## src/verilog/serfmt_cfg.svh

```systemverilog
`ifndef SERFMT_CFG_SVH
`define SERFMT_CFG_SVH
`define SF_ADDR_W 8
`define SF_ADDR_STATUS 8'h00
`define SF_ADDR_MASK 8'h04
`define SF_ADDR_CONTROL 8'h08
`define SF_ADDR_STATE 8'h0c
`define SF_IRQ_PAT 0
`define SF_IRQ_FIFO 1
`define SF_CTL_REINIT 0
`define SF_CTL_REARM 1
`define SF_RESP_OKAY 2'b00
`define SF_RESP_SLVERR 2'b10
`define SF_PRBS_ORDER 7
`define SF_PRBS_TAP 6
`define SF_REINIT_CYCLES 4
`define SF_WORD_W 20
`define SF_LANE_W 10
`endif

```

## src/verilog/serfmt_pkg.sv

```systemverilog
package serfmt_pkg;
  typedef enum logic [1:0] {
    SERFMT_FMT_RAW = 2'b00,
    SERFMT_FMT_ETH = 2'b01,
    SERFMT_FMT_FC = 2'b10,
    SERFMT_FMT_PLAIN = 2'b11
  } serfmt_fmt_t;
  typedef enum logic [1:0] {
    SERFMT_ST_RUN = 2'b00,
    SERFMT_ST_REINIT = 2'b01
  } serfmt_fifo_st_t;
endpackage

```

## src/verilog/serfmt_status.sv

```systemverilog
// The AXI4-Lite slave port and the placing of the registers were chosen for this implementation.
`include "serfmt_cfg.svh"
`timescale 1ns/10ps
`default_nettype none
module serfmt_status
  import serfmt_pkg::*;
#(
  parameter int WORD_W = `SF_WORD_W,
  parameter int REINIT_CYCLES = `SF_REINIT_CYCLES
) (
  input wire logic clk_in,
  input wire logic sys_rst_in,
  input wire logic pattern_test_enable_in,
  input wire logic comma_align_enable_in,
  input wire logic tx_format_sel0_in,
  input wire logic tx_format_sel1_in,
  input wire logic rx_decode_select_in,
  input wire logic rx_rate_select_in,
  input wire logic [WORD_W-1:0] rx_word_in,
  input wire logic rx_word_valid_in,
  input wire logic tx_fifo_overflow_in,
  input wire logic tx_fifo_underflow_in,
  output logic pattern_check_pass_out,
  output logic tx_fifo_reinit_out,
  output logic tx_encoder_bypass_out,
  output logic tx_idle_preserve_out,
  output logic tx_eof_preserve_out,
  output logic rx_decoder_bypass_out,
  output logic comma_search_out,
  output logic rx_two_byte_out,
  output logic irq_out,
  input wire logic [`SF_ADDR_W-1:0] s_axi_awaddr,
  input wire logic s_axi_awvalid,
  output logic s_axi_awready,
  input wire logic [31:0] s_axi_wdata,
  input wire logic [3:0] s_axi_wstrb,
  input wire logic s_axi_wvalid,
  output logic s_axi_wready,
  output logic [1:0] s_axi_bresp,
  output logic s_axi_bvalid,
  input wire logic s_axi_bready,
  input wire logic [`SF_ADDR_W-1:0] s_axi_araddr,
  input wire logic s_axi_arvalid,
  output logic s_axi_arready,
  output logic [31:0] s_axi_rdata,
  output logic [1:0] s_axi_rresp,
  output logic s_axi_rvalid,
  input wire logic s_axi_rready
);
  localparam int EXT_W = WORD_W + `SF_PRBS_ORDER;
  localparam int CNT_W = $clog2(REINIT_CYCLES + 1);
  localparam logic [CNT_W-1:0] CNT_LAST = CNT_W'(REINIT_CYCLES - 1);

  generate
    if (WORD_W != 2 * `SF_LANE_W || REINIT_CYCLES < 1) begin : g_bad
      $error("serfmt_status: unsupported parameters");
    end
  endgenerate

  // pins are asynchronous to clk_in; meta stage feeds only the next stage
  logic [5:0] pin_meta_reg, pin_sync_reg;
  logic align_d_reg;
  always_ff @(posedge clk_in) begin
    pin_meta_reg <= {pattern_test_enable_in, comma_align_enable_in,
                     tx_format_sel0_in, tx_format_sel1_in,
                     rx_decode_select_in, rx_rate_select_in};
    pin_sync_reg <= pin_meta_reg;
    align_d_reg <= pin_sync_reg[4];
  end
  wire pat_en = pin_sync_reg[5];
  wire align_en = pin_sync_reg[4];
  wire serfmt_fmt_t fmt = serfmt_fmt_t'(pin_sync_reg[3:2]);
  wire rx_decode = pin_sync_reg[1];
  wire two_byte = pin_sync_reg[0];
  wire align_toggle = align_en ^ align_d_reg;

  // self-synchronising pattern check, bit 0 oldest in time
  logic [`SF_PRBS_ORDER-1:0] hist_reg;
  wire [EXT_W-1:0] ext = {rx_word_in, hist_reg};
  wire [WORD_W-1:0] bit_miss;
  genvar gi;
  generate
    for (gi = 0; gi < WORD_W; gi++) begin : g_chk
      localparam int J = gi + `SF_PRBS_ORDER;
      assign bit_miss[gi] = ext[J] ^ ext[J-`SF_PRBS_ORDER]
                            ^ ext[J-`SF_PRBS_ORDER+`SF_PRBS_TAP];
    end
  endgenerate
  // upper lane checked only in two-byte mode, after the lower one
  wire [WORD_W-1:0] lane_mask = two_byte ? {WORD_W{1'b1}} :
                    {{(WORD_W-`SF_LANE_W){1'b0}}, {`SF_LANE_W{1'b1}}};
  wire err_now = rx_word_valid_in & (|(bit_miss & lane_mask));
  wire [`SF_PRBS_ORDER-1:0] hist_next = !rx_word_valid_in ? hist_reg :
    two_byte ? ext[EXT_W-1 -: `SF_PRBS_ORDER] :
    ext[`SF_LANE_W+`SF_PRBS_ORDER-1 -: `SF_PRBS_ORDER];

  logic seen_reg, fail_latched_reg, sw_rearm_reg;
  wire latched_mode = align_en;
  wire rearm = align_toggle | sw_rearm_reg;
  // a fresh mismatch beats a re-arm in the same cycle
  wire fail_latched_next = (pat_en & latched_mode & err_now) |
                           (fail_latched_reg & !rearm);
  wire seen_next = seen_reg | rx_word_valid_in;
  wire pass_next = seen_next & !err_now &
                   !(latched_mode & fail_latched_reg);
  always_ff @(posedge clk_in) begin
    if (sys_rst_in) begin
      hist_reg <= '0;
      seen_reg <= 1'b0;
      fail_latched_reg <= 1'b0;
    end else begin
      hist_reg <= hist_next;
      seen_reg <= seen_next;
      fail_latched_reg <= fail_latched_next;
    end
  end

  // fifo reinit sequencer; reset itself starts a reinit
  serfmt_fifo_st_t fifo_st_reg, fifo_st_next;
  logic [CNT_W-1:0] cnt_reg, cnt_next;
  logic fifo_err_reg, force_reinit_reg;
  wire fifo_event = tx_fifo_overflow_in | tx_fifo_underflow_in;
  wire reinit_done = (fifo_st_reg == SERFMT_ST_REINIT) &&
                     (cnt_reg == CNT_LAST);
  always_comb begin
    fifo_st_next = fifo_st_reg;
    cnt_next = cnt_reg;
    case (fifo_st_reg)
      SERFMT_ST_RUN: begin
        cnt_next = '0;
        if (fifo_event || force_reinit_reg) begin
          fifo_st_next = SERFMT_ST_REINIT;
        end
      end
      SERFMT_ST_REINIT: begin
        if (fifo_event) begin
          cnt_next = '0;
        end else if (reinit_done) begin
          fifo_st_next = SERFMT_ST_RUN;
        end else begin
          cnt_next = cnt_reg + 1'b1;
        end
      end
      default: begin
        fifo_st_next = SERFMT_ST_REINIT;
        cnt_next = '0;
      end
    endcase
  end
  wire fifo_err_next = fifo_event | (fifo_err_reg & !reinit_done);
  always_ff @(posedge clk_in) begin
    if (sys_rst_in) begin
      fifo_st_reg <= SERFMT_ST_REINIT;
      cnt_reg <= '0;
      fifo_err_reg <= 1'b0;
      tx_fifo_reinit_out <= 1'b1;
    end else begin
      fifo_st_reg <= fifo_st_next;
      cnt_reg <= cnt_next;
      fifo_err_reg <= fifo_err_next;
      tx_fifo_reinit_out <= (fifo_st_next == SERFMT_ST_REINIT);
    end
  end

  // shared pin and format outputs
  always_ff @(posedge clk_in) begin
    if (sys_rst_in) begin
      pattern_check_pass_out <= 1'b0;
      tx_encoder_bypass_out <= 1'b1;
      tx_idle_preserve_out <= 1'b0;
      tx_eof_preserve_out <= 1'b0;
      rx_decoder_bypass_out <= 1'b1;
      comma_search_out <= 1'b0;
      rx_two_byte_out <= 1'b0;
    end else begin
      pattern_check_pass_out <= pat_en ? pass_next : fifo_err_next;
      tx_encoder_bypass_out <= (fmt == SERFMT_FMT_RAW);
      tx_idle_preserve_out <= (fmt == SERFMT_FMT_ETH);
      tx_eof_preserve_out <= (fmt == SERFMT_FMT_FC);
      rx_decoder_bypass_out <= !rx_decode;
      // align input means latch mode while the pattern test runs
      comma_search_out <= align_en & !pat_en;
      rx_two_byte_out <= two_byte;
    end
  end

  // register file and interrupt
  logic [1:0] irq_stat_reg, irq_mask_reg;
  logic aw_full_reg, w_full_reg;
  logic [`SF_ADDR_W-1:0] awaddr_reg;
  logic [31:0] wdata_reg;
  logic wstrb0_reg;
  wire aw_hs = s_axi_awvalid & s_axi_awready;
  wire w_hs = s_axi_wvalid & s_axi_wready;
  wire ar_hs = s_axi_arvalid & s_axi_arready;
  wire do_write = aw_full_reg & w_full_reg & !s_axi_bvalid;
  wire wr_en = do_write & wstrb0_reg;
  wire wr_stat = wr_en && (awaddr_reg == `SF_ADDR_STATUS);
  wire wr_mask = wr_en && (awaddr_reg == `SF_ADDR_MASK);
  wire wr_ctl = wr_en && (awaddr_reg == `SF_ADDR_CONTROL);
  wire wr_map = (awaddr_reg == `SF_ADDR_STATUS) ||
                (awaddr_reg == `SF_ADDR_MASK) ||
                (awaddr_reg == `SF_ADDR_CONTROL);
  wire [1:0] irq_set = {fifo_event, pat_en & err_now};
  wire [1:0] irq_clr = wr_stat ? wdata_reg[1:0] : 2'b00;
  // hardware set wins over a write-one clear in the same cycle
  wire [1:0] irq_stat_next = irq_set | (irq_stat_reg & ~irq_clr);
  wire [1:0] irq_mask_next = wr_mask ? wdata_reg[1:0] : irq_mask_reg;
  wire aw_full_next = (aw_full_reg | aw_hs) & !do_write;
  wire w_full_next = (w_full_reg | w_hs) & !do_write;
  wire bvalid_next = do_write | (s_axi_bvalid & !s_axi_bready);
  wire rvalid_next = ar_hs | (s_axi_rvalid & !s_axi_rready);
  wire [31:0] state_word = {25'h0000000, fail_latched_reg, fifo_err_reg,
                            tx_fifo_reinit_out, pat_en, rx_decode, fmt};
  wire ar_map = (s_axi_araddr == `SF_ADDR_STATUS) ||
                (s_axi_araddr == `SF_ADDR_MASK) ||
                (s_axi_araddr == `SF_ADDR_CONTROL) ||
                (s_axi_araddr == `SF_ADDR_STATE);
  wire [31:0] rd_word =
    (s_axi_araddr == `SF_ADDR_STATUS) ? {30'h00000000, irq_stat_reg} :
    (s_axi_araddr == `SF_ADDR_MASK) ? {30'h00000000, irq_mask_reg} :
    (s_axi_araddr == `SF_ADDR_STATE) ? state_word : 32'h00000000;
  always_ff @(posedge clk_in) begin
    if (sys_rst_in) begin
      irq_stat_reg <= '0;
      irq_mask_reg <= '0;
      force_reinit_reg <= 1'b0;
      sw_rearm_reg <= 1'b0;
      irq_out <= 1'b0;
      aw_full_reg <= 1'b0;
      w_full_reg <= 1'b0;
      awaddr_reg <= '0;
      wdata_reg <= '0;
      wstrb0_reg <= 1'b0;
      s_axi_awready <= 1'b0;
      s_axi_wready <= 1'b0;
      s_axi_bvalid <= 1'b0;
      s_axi_bresp <= `SF_RESP_OKAY;
      s_axi_arready <= 1'b0;
      s_axi_rvalid <= 1'b0;
      s_axi_rdata <= '0;
      s_axi_rresp <= `SF_RESP_OKAY;
    end else begin
      irq_stat_reg <= irq_stat_next;
      irq_mask_reg <= irq_mask_next;
      // control bits are self-clearing strobes
      force_reinit_reg <= wr_ctl & wdata_reg[`SF_CTL_REINIT];
      sw_rearm_reg <= wr_ctl & wdata_reg[`SF_CTL_REARM];
      irq_out <= |(irq_stat_next & irq_mask_next);
      aw_full_reg <= aw_full_next;
      w_full_reg <= w_full_next;
      if (aw_hs) awaddr_reg <= s_axi_awaddr;
      if (w_hs) wdata_reg <= s_axi_wdata;
      if (w_hs) wstrb0_reg <= s_axi_wstrb[0];
      s_axi_awready <= !aw_full_next & !bvalid_next;
      s_axi_wready <= !w_full_next & !bvalid_next;
      s_axi_bvalid <= bvalid_next;
      if (do_write) s_axi_bresp <= wr_map ? `SF_RESP_OKAY : `SF_RESP_SLVERR;
      s_axi_arready <= !rvalid_next;
      s_axi_rvalid <= rvalid_next;
      if (ar_hs) s_axi_rdata <= rd_word;
      if (ar_hs) s_axi_rresp <= ar_map ? `SF_RESP_OKAY : `SF_RESP_SLVERR;
    end
  end
endmodule
`default_nettype wire

```

## config.mk

```make
export PLATFORM = sky130hd
export DESIGN_NAME = serfmt_status
export DESIGN_NICKNAME = d
export VERILOG_FILES = /design/src/verilog/serfmt_pkg.sv /design/src/verilog/serfmt_status.sv
export VERILOG_INCLUDE_DIRS = /design/src /design/src/verilog
export SDC_FILE = /design/constraint.sdc
export NUM_CORES = 1
export LEC_CHECK = 0
export ABC_AREA = 1
export BUFFER_PORTS_ARGS = -buffer_cell sky130_fd_sc_hd__buf_2
export CELL_PAD_IN_SITES_DETAIL_PLACEMENT = 0
export CELL_PAD_IN_SITES_GLOBAL_PLACEMENT = 1
export CORE_AREA = 5 5 103 105
export DETAILED_ROUTE_END_ITERATION = 10
export DIE_AREA = 0 0 108 110
export PLACE_DENSITY_LB_ADDON = 0.1
export SLEW_MARGIN = 20
export SYNTH_ARGS = -nofsm -noshare
export SYNTH_HDL_FRONTEND = slang
export SYNTH_SLANG_ARGS = --single-unit
```

## constraint.sdc

```tcl
create_clock -name clk_in -period 3.4 [get_ports clk_in]
set_input_delay 0.34 -clock clk_in [delete_from_list [all_inputs] [get_ports clk_in]]
set_output_delay 0.34 -clock clk_in [all_outputs]
set_load 0.005 [all_outputs]
```

* Yosys cells after proc, flatten, opt, wreduce, memory -nomap -nowiden
Cells that the tools add are included.
Widths: inputs -> output; s select.
** Word-level totals
- Register bits :: 97
- Input bits :: 88
- Output and inout port bits :: 50
- Word-level logic and storage cells :: 171
** Cells by class
- $add $sub $neg :: 1
- Equality and inequality tests :: 10
- Mux-type cells :: 14
- Bitwise logic cells :: 80
- Reduce and logical (&&, ||, !) cells :: 31
** Operators with widths (count)
- $xor 1x1->1 :: 41
- $mux 7 :: 4
- $and 1x1->1 :: 24
- $eq 8x4->1 const B :: 3
- $and 20x20->20 :: 1
- $mux 20 :: 1
- $reduce_or 20->1 :: 1
- $eq 8x3->1 const B :: 2
- $logic_not 8->1 :: 2
- $logic_not 1->1 :: 14
- $mux 2 :: 7
- $or 1x1->1 :: 9
- $eq 2x1->1 const B :: 3
- $logic_or 1x1->1 :: 6
- $and 2x2->2 :: 2
- $logic_and 1x1->1 :: 4
- $logic_not 2->1 :: 2
- $pmux 2 s2 :: 1
- $add 3x1->3 const B :: 1
- $eq 3x2->1 const B :: 1
- $reduce_or 3->1 :: 1
- $eq 2x2->1 const B :: 1
- $not 2->2 :: 1
- $or 2x2->2 :: 1
- 3 further kinds :: 3

* Depth between registers and ports, before layout
Gate-level depths: netlist of run 1.
- Word-level depth :: 10
- Mapped depth :: 14

* Worst setup path before layout of run 1
Ideal clock, no wire load.
- Path kind :: input -> register
- Start :: input port rx_word_in[0]
- End :: register irq_out
- Setup time :: 0.112 ns
- Arrival :: 1.190 ns
- Setup slack :: 2.098 ns
- Cell stages on the path :: 11
- Buffers on the path :: 0
- Cells stage by stage :: or2_1 > nand2_1 > nand2_1 > a21oi_1 > nand2_1 > nor2_2 > nand3_2 > nand3_2 > nand2_1 > nand2_1 > nand2_1
** On the way
- Word-level cells in the longest chain between the ends :: 9
- Elaborated cells on any way between the ends :: 12
** Ends and longest elaborated chain
- start, declared :: line serfmt_status.sv:19 : input wire logic [WORD_W-1:0] rx_word_in,
- $xor 1x1->1 (2 in a row) :: line serfmt_status.sv:85 : assign bit_miss[gi] = ext[J] ^ ext[J-`SF_PRBS_ORDER]
- $and 20x20->20 * :: line serfmt_status.sv:92 : wire err_now = rx_word_valid_in & (|(bit_miss & lane_mask));
- $reduce_or 20->1 * :: line serfmt_status.sv:92
- $and 1x1->1 * :: line serfmt_status.sv:92
- $and 1x1->1 * :: line serfmt_status.sv:204 : wire [1:0] irq_set = {fifo_event, pat_en & err_now};
- $or 2x2->2 * :: line serfmt_status.sv:207 : wire [1:0] irq_stat_next = irq_set | (irq_stat_reg & ~irq_clr);
- $and 2x2->2 * :: line serfmt_status.sv:249 : irq_out <= |(irq_stat_next & irq_mask_next);
- $reduce_or 2->1 * :: line serfmt_status.sv:249
- end signal, assigned :: line serfmt_status.sv:249
- end, declared :: line serfmt_status.sv:31 : output logic irq_out,
Every way passes the cells marked *; elsewhere a longest branch is shown, timed or not.
A chain may end at the register's enable or synchronous reset.

* Worst setup path after layout of run 1
- Start :: input port sys_rst_in
- End :: register cnt_reg[2]
** On the way
- Word-level cells in the longest chain between the ends :: 1
** Ends and longest elaborated chain
- start, declared :: line serfmt_status.sv:12 : input wire logic sys_rst_in,
- $reduce_or 3->1 (no line)
- end signal, assigned :: line serfmt_status.sv:159 : cnt_reg <= cnt_next;
- end, declared :: line serfmt_status.sv:120 : logic [CNT_W-1:0] cnt_reg, cnt_next;
No other way between the ends.

==> results of run 1 <==
==> cell families (layout without fill, tap and decap cells) <==
family / after synthesis / count (layout) / share of synthesized area
AOI/OAI and AO/OA: 64 / 64 / 0.110
buffers and inverters: 93 / 148 / 0.136
xor gates and xnor gates: 8 / 8 / 0.0209
other: 1 / 28 / 0.00112
adders and majority gates: 2 / 2 / 0.00746
and+or+nand+nor: 227 / 227 / 0.306
DFF: 70 / 70 / 0.418
==> metrics by stage <==
step           total power, W  instance area, sq um
2_1_floorplan         0.00109                  3450
3_5_place_dp          0.00116                  3750
4_1_cts               0.00176                  3930
3_3_place_gp          0.00116                  3750
5_1_grt               0.00185                  3930
6_report              0.00173                  3930
==> final cells by class <==
cell class                      count  area [sq um]  share of cell area
Clock buffer                        9           124              0.0315
Clock inverter                      7          47.5              0.0121
Inverter                           55           206              0.0526
Multi-Input combinational cell    329          1600               0.406
Sequential cell                    70          1400               0.357
Tap cell                          133           166              0.0424
Timing Repair Buffer               77           385              0.0982
==> path summary, 6_finish.rpt <==
path | startpoint | endpoint | cells after the start
worst max-delay path | sys_rst_in | cnt_reg[2] | 4
worst min-delay path | rx_decode_select_in | pin_meta_reg[1] | 1
worst max register to register | pin_sync_reg[0] | irq_out | 10
worst min register to register | pin_meta_reg[3] | pin_sync_reg[3] | 0
==> power groups by stage <==
stage,Sequential [W],Combinational [W],Clock [W]
final,0.000889,0.000250,0.000589
after global routing,0.000895,0.000290,0.000661
after CTS,0.000889,0.000253,0.000616
after detailed placement,0.000909,0.000252,0
after global placement,0.000908,0.000249,0
after floorplan,0.000902,0.000190,0
==> worst max-delay path, cell delays in order <==
cell and delay [ns]:
buf_2 0.25, inv_1 0.75, nand3_1 0.25, a211oi_1 0.26
==> cells in the final DEF, fill, tap and decap left out, drive strengths merged, types with 2 or more instances in the layout <==
cell / n
a211oi: 3
or2: 4
buf: 77
xnor2: 5
clkinv: 3
clkinvlp: 2
nand3: 41
xor2: 3
a21oi: 26
o21ai: 22
conb: 28
ha: 2
dfxtp: 70
o211ai: 11
nor4: 4
nand2: 127
clkbuf: 9
inv: 57
nor2: 42
nor3: 6
==> layer usage <==
metal  wire, um  GRT usage  up-vias
met3        559     0.0396        7
met5          0          0        -
met2       3680      0.230       76
met1       3630      0.174     1280
met4         72     0.0379        0
li1           -          -     1589
==> summary.md, run 1 <==
| Metric | Value |
|---|---|
| Status | `finished, final reports clean` |
| Routed wire length per instance | `between 10 and 15 um` |
| # diodes | `0` |
| TNS Setup | `0 ns` |
| Sw Share | `0.290` |
| Slew @ Worst Pin | `0.946 ns` |
| Leakage | `around 2.0 nW` |
| Sequential share of power | `0.515` |
| Sequential cell area fraction in the yosys report | `0.418` |
| Setup Buffers After CTS | `0` |
| Clock sink count | `70` |
| Routability congestion estimate | `slightly above 0.8` |
| Power per cell area | `about 440 nW/um^2` |
| Most frequent cell after synthesis | `nand2_1` |
| First-pass GRT wire length | `between 10000 and 15000 um` |
| Clock power share | `0.341` |
| Clock skew | `0.0107 ns` |
| CP Max Fanout | `29` |
| Crit path kind | `input pin to register` |
| Worst rel slew slack | `0.369` |
| Root Buffer Master | `clkbuf_8` |
| Std-Cell Rows | `36` |
| Synth top area share | `0.418` |
| All-Layer GR Usage | `0.137` |
| Synth warnings | `0` |
| Worst-case clock buffer depth | `2` |
| Avg Cell Area, Syn | `between 7 and 8 sq um` |
| TritonRoute pass-1 iters | `4` |
| Cell Int Power | `approximately 0.0012 W` |
| Max frequency | `a little over 600 MHz` |
| Vias in the first global route | `2790` |
| Final worst-path setup slack | `about 1.8 ns` |
| Largest net degree at the start of global routing | `30` |
| Post-synth ARST share | `0` |
| Combinational Power Share | `0.145` |
| Worst hold slack | `0.104 ns` |
| Via count | `roughly 3.0k` |
| I/O Pins | `around 140` |
| Fillers | `1073` |
| Chip width | `about 110 um` |
| RSZ-0062 raised after global routing | `false` |
| Nets | `approximately 630` |
| DP Cell Count | `about 660` |
| Hold Crit Class | `input pin to register` |
| Final Hold Viols | `0` |
| CP arrival | `1.87 ns` |
| Top post-synthesis cells by area | `dfxtp_1, nand2_1, buf_4, nand3_1, inv_1` |
| Drt via density | `about 4.3` |
| Synth-to-Final Area Change | `17.1%` |
| Reg2Reg Setup Slack | `about 1.8 ns` |
| Max IR drop VDD | `around 0.00016 V` |
| Synth Flop Type | `dfxtp_1` |
| Pre-CTS WS | `between 1 and 1.5 ns` |
| List of most frequent post-synthesis cells | `nand2_1, dfxtp_1, inv_1` |
| Worst Setup Start Kind | `input pin` |
| H-tree Lvls | `3` |
| Routed wire length | `7940 um` |
| Shortest period the worst path allows | `1.62 ns` |
| WP data required | `between 3 and 4 ns` |
| Gr ovfl total | `0` |
| Yosys cell types | `36` |
| Resized cells post-CTS | `0` |
| Final Max Slew Viols | `0` |
| Clock Latency Late Sink | `between 0.3 and 0.4 ns` |
| Reported max-cap violation count | `0` |
| Post-route insts no fill | `680` |
| Die area | `11900 sq um` |
| CTS Buf Count | `9` |
| Leading area contributor after synthesis | `dfxtp_1` |
| Drt drc | `0` |
| Post-layout util | `0.411` |
| Post-Synthesis Cell Area | `3350 sq um` |
| Syn Inst Count | `roughly 470` |
| # hold bufs at CTS | `0` |
| HPWL after DPL | `approximately 6200 um` |
| Max reg flops | `8` |
| Detailed Route Iter0 Violations | `123` |
| Post-detailed-route count of antenna-violating nets | `0` |
| Synth Register Bits | `70` |
| Core area | `between 9000 and 10000 sq um` |
| Worst-path clk slew | `about 0.080 ns` |
| CTS tree | `yes` |
| NetSw | `0.000502 W` |
| PortBufs | `77` |
| Setup violators final | `0` |
| EDFF count, synth | `0` |
| Final period util | `0.477` |
| Initial antenna violation count | `0` |
| Share of cells above drive strength 1 | `0.208` |
| Initial Util | `0.351` |
| Worst setup EP type | `register` |
| Die height | `~110 um` |
(Power assumes the default switching activity.)
==> run 2: changes to the inputs <==
ABC_AREA = 0   (was 1)
CORE_AREA = 5 5 102 104   (was 5 5 103 105)
DIE_AREA = 0 0 107 109   (was 0 0 108 110)
clock period = 1.7 ns   (was 3.4 ns; I/O delays follow)
==> summary.md, run 2 <==
| Metric | Value |
|---|---|
| Mux contribution to synthesized area | `0.0491` |
| Worst rel slew slack | `0.568` |
| Worst-case clock buffer depth | `2` |
| DP Cell Count | `roughly 540` |
| Pre-CTS WS | `-0.251 ns` |
| Avg Cell Area, Syn | `between 9 and 10 sq um` |
| Final Hold Viols | `0` |
| RSZ-0062 raised after global routing | `true` |
| Leading area contributor after synthesis | `dfxtp_1` |
| Routed wire length per instance | `approximately 13 um` |
| Worst setup EP type | `register` |
| Power per cell area | `1000 nW/um^2` |
| Final worst-path setup slack | `between 0.03 and 0.04 ns` |
| Std-Cell Rows | `36` |
| Reported max-cap violation count | `0` |
| Nets | `approximately 530` |
| Chip width | `about 110 um` |
| # diodes | `0` |
| Vias in the first global route | `2513` |
| Compound-gate portion of the synthesized area | `0.116` |
| Reg2Reg Setup Slack | `between 0.03 and 0.04 ns` |
| Buf+Inv Stages, Crit Path | `0` |
| Top post-synthesis cells by area | `dfxtp_1, buf_4, xnor2_1, mux2i_1, nand2_1` |
| Initial Util | `0.326` |
| I/O Pins | `roughly 140` |
| Delay-heaviest family, CP | `simple AND/OR/NAND/NOR gates` |
| CP Max Fanout | `3` |
| Post-detailed-route count of antenna-violating nets | `0` |
| Detailed Route Iter0 Violations | `86` |
| Synth Area in XOR/XNOR | `0.0682` |
| Yosys cell types | `45` |
| Share of cells above drive strength 1 | `0.292` |
| Synth top area share | `0.454` |
| First-pass GRT wire length | `around 12000 um` |
| Final Max Slew Viols | `0` |
| Slowest stage delay, CP | `approximately 0.34 ns` |
| Synth warnings | `0` |
| Die height | `around 110 um` |
| R2R depth | `6` |
| Max IR drop VDD | `~0.00036 V` |
| Die area | `~12000 sq um` |
| CP arrival | `1.90 ns` |
| Largest family of logic cells by synthesized area | `simple AND/OR/NAND/NOR gates` |
| Synth Flop Type | `dfxtp_1` |
| Worst Setup Start Kind | `register` |
| PortBufs | `between 70 and 80` |
| CTS Buf Count | `9` |
| Routability congestion estimate | `0.789` |
| Clock skew | `0.00598 ns` |
| Drt via density | `~4.6` |
| Gr ovfl total | `0` |
| Drt drc | `0` |
| Final Power | `0.00404 W` |
| Sequential cell area fraction in the yosys report | `0.454` |
| Post-Synthesis Cell Area | `~3100 sq um` |
| Most frequent cells in the layout | `buf_2, dfxtp_1, nor2_1` |
| WP data required | `a little under 2 ns` |
| Clock Latency Late Sink | `about 0.34 ns` |
| Status | `finished, final reports clean` |
| Final period util | `0.979` |
| Via count | `around 2.6k` |
| Largest net degree at the start of global routing | `25` |
| RR Startpoint | `hist_reg[3]` |
| CTS tree | `yes` |
| Syn Inst Count | `about 340` |
| Cell at the slowest stage of the critical path | `dfxtp_2` |
| EDFF count, synth | `0` |
| Routed wire length | `between 7000 and 8000 um` |
| Endpoint, Worst Hold | `awaddr_reg[6]` |
| Area after DPL | `around 3600 sq um` |
| Worst-path clk slew | `roughly 0.080 ns` |
| Synth Register Bits | `70` |
| List of most frequent post-synthesis cells | `dfxtp_1, nand2_1, nor2_1` |
| Worst hold slack | `0.0645 ns` |
| Post-synth ARST share | `0` |
| Post-route insts no fill | `around 560` |
| Crit path kind | `register to register` |
| TritonRoute pass-1 iters | `4` |
| Adder-Cell Fraction of Synth Area | `0.00811` |
| All-Layer GR Usage | `0.126` |
| RR Endpoint | `irq_out` |
| Root Buffer Master | `clkbuf_8` |
| Clock sink count | `70` |
| Fin area | `4020 sq um` |
| Leakage | `1.75 nW` |
| Most frequent cell after synthesis | `dfxtp_1` |
| H-tree Lvls | `3` |
| Simple-Gate Fraction of Synth Area | `0.215` |
| Slew @ Worst Pin | `0.640 ns` |
| HPWL after DPL | `5580 um` |
| Commonest non-fill, non-tap cell in the layout | `buf_2` |
| Max reg flops | `8` |
| Shortest period the worst path allows | `about 1.7 ns` |
| Setup violators final | `0` |
| Max frequency | `between 600 and 700 MHz` |
| Hold Crit Class | `input pin to register` |
| Hold path cells | `3` |
| Synth-to-Final Area Change | `30.4%` |
| Hold path startpoint | `s_axi_awaddr[6]` |
| Critical-path cell list | `xnor2_2, a21o_1, a221oi_2, nand4_1, nor4_4, o41ai_2` |
| Core area | `roughly 9500 sq um` |
| Initial antenna violation count | `0` |
run 2: changes by cell type after synthesis, moves of 9 or more:
| cell | previous run | this run |
|---|---|---|
| nand3_1 | 39 | 9 |
| o21ai_0 | 18 | 6 |
| xnor2_1 | 5 | 18 |
| o211ai_1 | 11 | 0 |
| mux2i_1 | 0 | 14 |
| inv_1 | 50 | 4 |
| nand2_1 | 124 | 35 |
| a21oi_1 | 26 | 17 |
run 2: stage by stage:
step	util	setup TNS, ns
finish	0.425	0
global route	0.425	-0.263
CTS	0.418	0
detailed placement	0.380	-0.825
global placement	0.380	-0.800
floorplan	-	0
run 2: kinds of logic (layout without fill, tap and decap cells):
group / Yosys count / in the layout
adders and majority gates: 2 / 2
and+or+nand+nor: 131 / 131
buffers and inverters: 45 / 124
xor gates and xnor gates: 24 / 24
DFF: 70 / 70
muxes: 15 / 15
other: 1 / 28
AOI/OAI and AO/OA: 54 / 54
run 2: cell type report:
cell class / count / area, sq um
Tap cell: 114 / 143
Inverter: 4 / 15.0
Clock inverter: 7 / 145
Multi-Input combinational cell: 254 / 1590
Fill cell: 962 / 5440
Timing Repair Buffer: 104 / 603
Sequential cell: 70 / 1400
Clock buffer: 9 / 124
run 2: worst max path at each step:
stage                             start       to  slack [ns]  cells after the start
after floorplan           awaddr_reg[1]  irq_out        0.04                      6
after global routing        hist_reg[3]  irq_out       -0.09                      6
final                       hist_reg[3]  irq_out        0.04                      6
after global placement    rx_word_in[4]  irq_out       -0.23                      7
after detailed placement  awaddr_reg[1]  irq_out       -0.25                      6
after CTS                 awaddr_reg[1]  irq_out       0.003                      7
run 2: tightest hold or removal path: stages:
cell and delay [ns]:
buf_2 0.10, nand2_1 0.05, a21oi_1 0.05
run 2: routing by layer:
metal,global-route usage,part of all wire
met2,0.206,0.47
met3,0.0213,0.050
met5,0,0
met1,0.161,0.46
met4,0.0658,0.019
run 2: repair_timing:
action	4_1_cts	5_1_grt
endpoints found under the hold margin	6	0
hold buffers	6	0
pin swaps	4	12
setup buffers	1	2
gates resized for setup	5	10
endpoints found under the setup margin	2	4
run 2: power by group:
| part | switching (W) | internal (W) | total, W | leakage [nW] |
|---|---|---|---|---|
| clock network | 0.000655 | 0.00113 | 0.00179 | 0.130 |
| logic | 0.000253 | 0.000234 | 0.000487 | 1.04 |
| registers | 0.0000503 | 0.00171 | 0.00176 | 0.577 |
==> run 3: changes to the inputs <==
CELL_PAD_IN_SITES_DETAIL_PLACEMENT = 1   (was 0)
CTS_CLUSTER_DIAMETER = 50   (was default)
SKIP_LAST_GASP = 1   (was default)
==> summary.md, run 3 (same netlist as run 2, synthesis figures left out) <==
| Metric | Value |
|---|---|
| Post-layout util | `0.434` |
| CP arrival | `1.92 ns` |
| Clock Latency Late Sink | `about 0.35 ns` |
| Worst-case clock buffer depth | `2` |
| NetSw | `0.000999 W` |
| Busiest layer in global routing | `met2` |
| Die area | `approximately 12000 sq um` |
| Gr ovfl total | `0` |
| CTS Buf Count | `9` |
| Clock skew | `just under 0.009 ns` |
| Shortest period the worst path allows | `~1.7 ns` |
| Vias in the first global route | `2744` |
| Clock power share | `0.419` |
| Final Hold Viols | `0` |
| Max IR drop VDD | `~0.00033 V` |
| Drt via density | `approximately 4.7` |
| RSZ-0062 raised after global routing | `true` |
| Met3 Use GR | `0.0231` |
| Met2 Usage GRT | `0.241` |
| Cell Int Power | `0.00295 W` |
| Clock sink count | `70` |
| Sequential share of power | `0.448` |
| Crit path kind | `register to register` |
| Combinational Power Share | `0.133` |
| Max frequency | `about 600 MHz` |
| PortBufs | `a little under 80` |
| Most frequent cells in the layout | `buf_2, dfxtp_1, nor2_1` |
| Largest net degree at the start of global routing | `25` |
| Post-route insts no fill | `between 500 and 600` |
| Cell at the slowest stage of the critical path | `dfxtp_2` |
| Slew @ Worst Pin | `0.488 ns` |
| # diodes | `0` |
| Setup violators final | `0` |
| Critical-path cell list | `nor4_4, nand2_2, buf_6, nor4_4, buf_4, mux2i_4, nand2_2, o41ai_2` |
| WP data required | `1.95 ns` |
| Routed wire length | `~8000 um` |
| Slowest stage delay, CP | `about 0.34 ns` |
| Status | `finished, final reports clean` |
| Sw Share | `0.253` |
| HPWL after DPL | `6080 um` |
| Worst rel slew slack | `0.671` |
| Nets | `535` |
| Leakage | `approximately 1.8 nW` |
| Die height | `between 100 and 150 um` |
| Initial Util | `0.326` |
| Final period util | `0.984` |
| H-tree Lvls | `3` |
| Via count | `approximately 2.7k` |
| TNS Setup | `0 ns` |
| Commonest non-fill, non-tap cell in the layout | `buf_2` |
| Drt drc | `0` |
| Share of cells above drive strength 1 | `0.313` |
| Fillers | `about 1.1k` |
| Final Max Slew Viols | `0` |
| Worst setup EP type | `register` |
| CP Max Fanout | `3` |
| DP Cell Count | `around 540` |
| Power per cell area | `approximately 960 nW/um^2` |
| Initial antenna violation count | `0` |
| Hold Crit Class | `input pin to register` |
| Worst hold slack | `~0.050 ns` |
| Reported max-cap violation count | `0` |
| Root Buffer Master | `clkbuf_8` |
| Std-Cell Rows | `36` |
| TritonRoute pass-1 iters | `4` |
| Routability congestion estimate | `about 0.8` |
| Routed wire length per instance | `roughly 14 um` |
| CTS tree | `yes` |
| Max reg flops | `8` |
| Detailed Route Iter0 Violations | `58` |
| Core area | `9460 sq um` |
| GR Layer Usage met1 | `0.168` |
| Chip width | `between 100 and 150 um` |
| I/O Pins | `between 100 and 150` |
| First-pass GRT wire length | `13000 um` |
| All-Layer GR Usage | `0.140` |
| Worst-path clk slew | `~0.080 ns` |
| Worst Setup Start Kind | `register` |
| Synth-to-Final Area Change | `33.0%` |
| Post-detailed-route count of antenna-violating nets | `0` |
[run 3: through the flow]
step | area, sq um | total power, W | setup WS, ns
3_5_place_dp | 3590 | 0.00225 | -0.275
3_3_place_gp | 3590 | 0.00224 | -0.234
5_1_grt | 4100 | 0.00413 | -0.0620
4_1_cts | 3990 | 0.00397 | -0.0114
2_1_floorplan | 3190 | 0.00210 | 0.0390
6_report | 4100 | 0.00395 | 0.0271
[run 3: routing by layer]
layer	vias to the layer above	wire [um]
li1	1334	-
met1	1242	3550
met2	65	3960
met3	14	352
met4	0	174
met5	-	0
[run 3: timing repair]
| item | CTS | global route |
|---|---|---|
| setup endpoints to repair | 2 | 5 |
| endpoints found under the hold margin | 6 | 0 |
| gates cloned | 0 | 0 |
| pin swaps | 8 | 10 |
| gates resized for setup | 16 | 15 |
| hold buffers | 6 | 0 |
| setup buffers | 2 | 3 |
[run 3: cell type report]
cell class                 instances  area (sq um)  area share
multi-input combinational        254          1670       0.407
sequential                        70          1410       0.343
timing repair buffer             106           622       0.152
tap                              114           143      0.0348
clock buffer                       9           124      0.0302
clock inverter                     7           120      0.0293
inverter                           4          15.0     0.00366
[run 3: final timing paths]
path	from	to	slack [ns]	cells after the start
min	s_axi_awaddr[6]	awaddr_reg[6]	0.05	3
max reg2reg	awaddr_reg[1]	irq_out	0.03	8
max	awaddr_reg[1]	irq_out	0.03	8
min reg2reg	pin_meta_reg[4]	pin_sync_reg[4]	0.33	0
[run 3: worst max-delay path: cells and delay by family (launching register included)]
kind / cells / cell delay, ns
buf+inv: 2 / 0.33
flops: 1 / 0.34
mux: 1 / 0.24
simple gates: 4 / 0.62
compound gates: 1 / 0.06
[run 3: power by group through the flow]
stage / registers (W) / logic (W) / clock network (W)
2_1_floorplan: 0.00179 / 0.000310 / 0
3_3_place_gp: 0.00180 / 0.000443 / 0
3_5_place_dp: 0.00180 / 0.000453 / 0
4_1_cts: 0.00177 / 0.000499 / 0.00170
5_1_grt: 0.00178 / 0.000585 / 0.00176
6_report: 0.00177 / 0.000526 / 0.00165
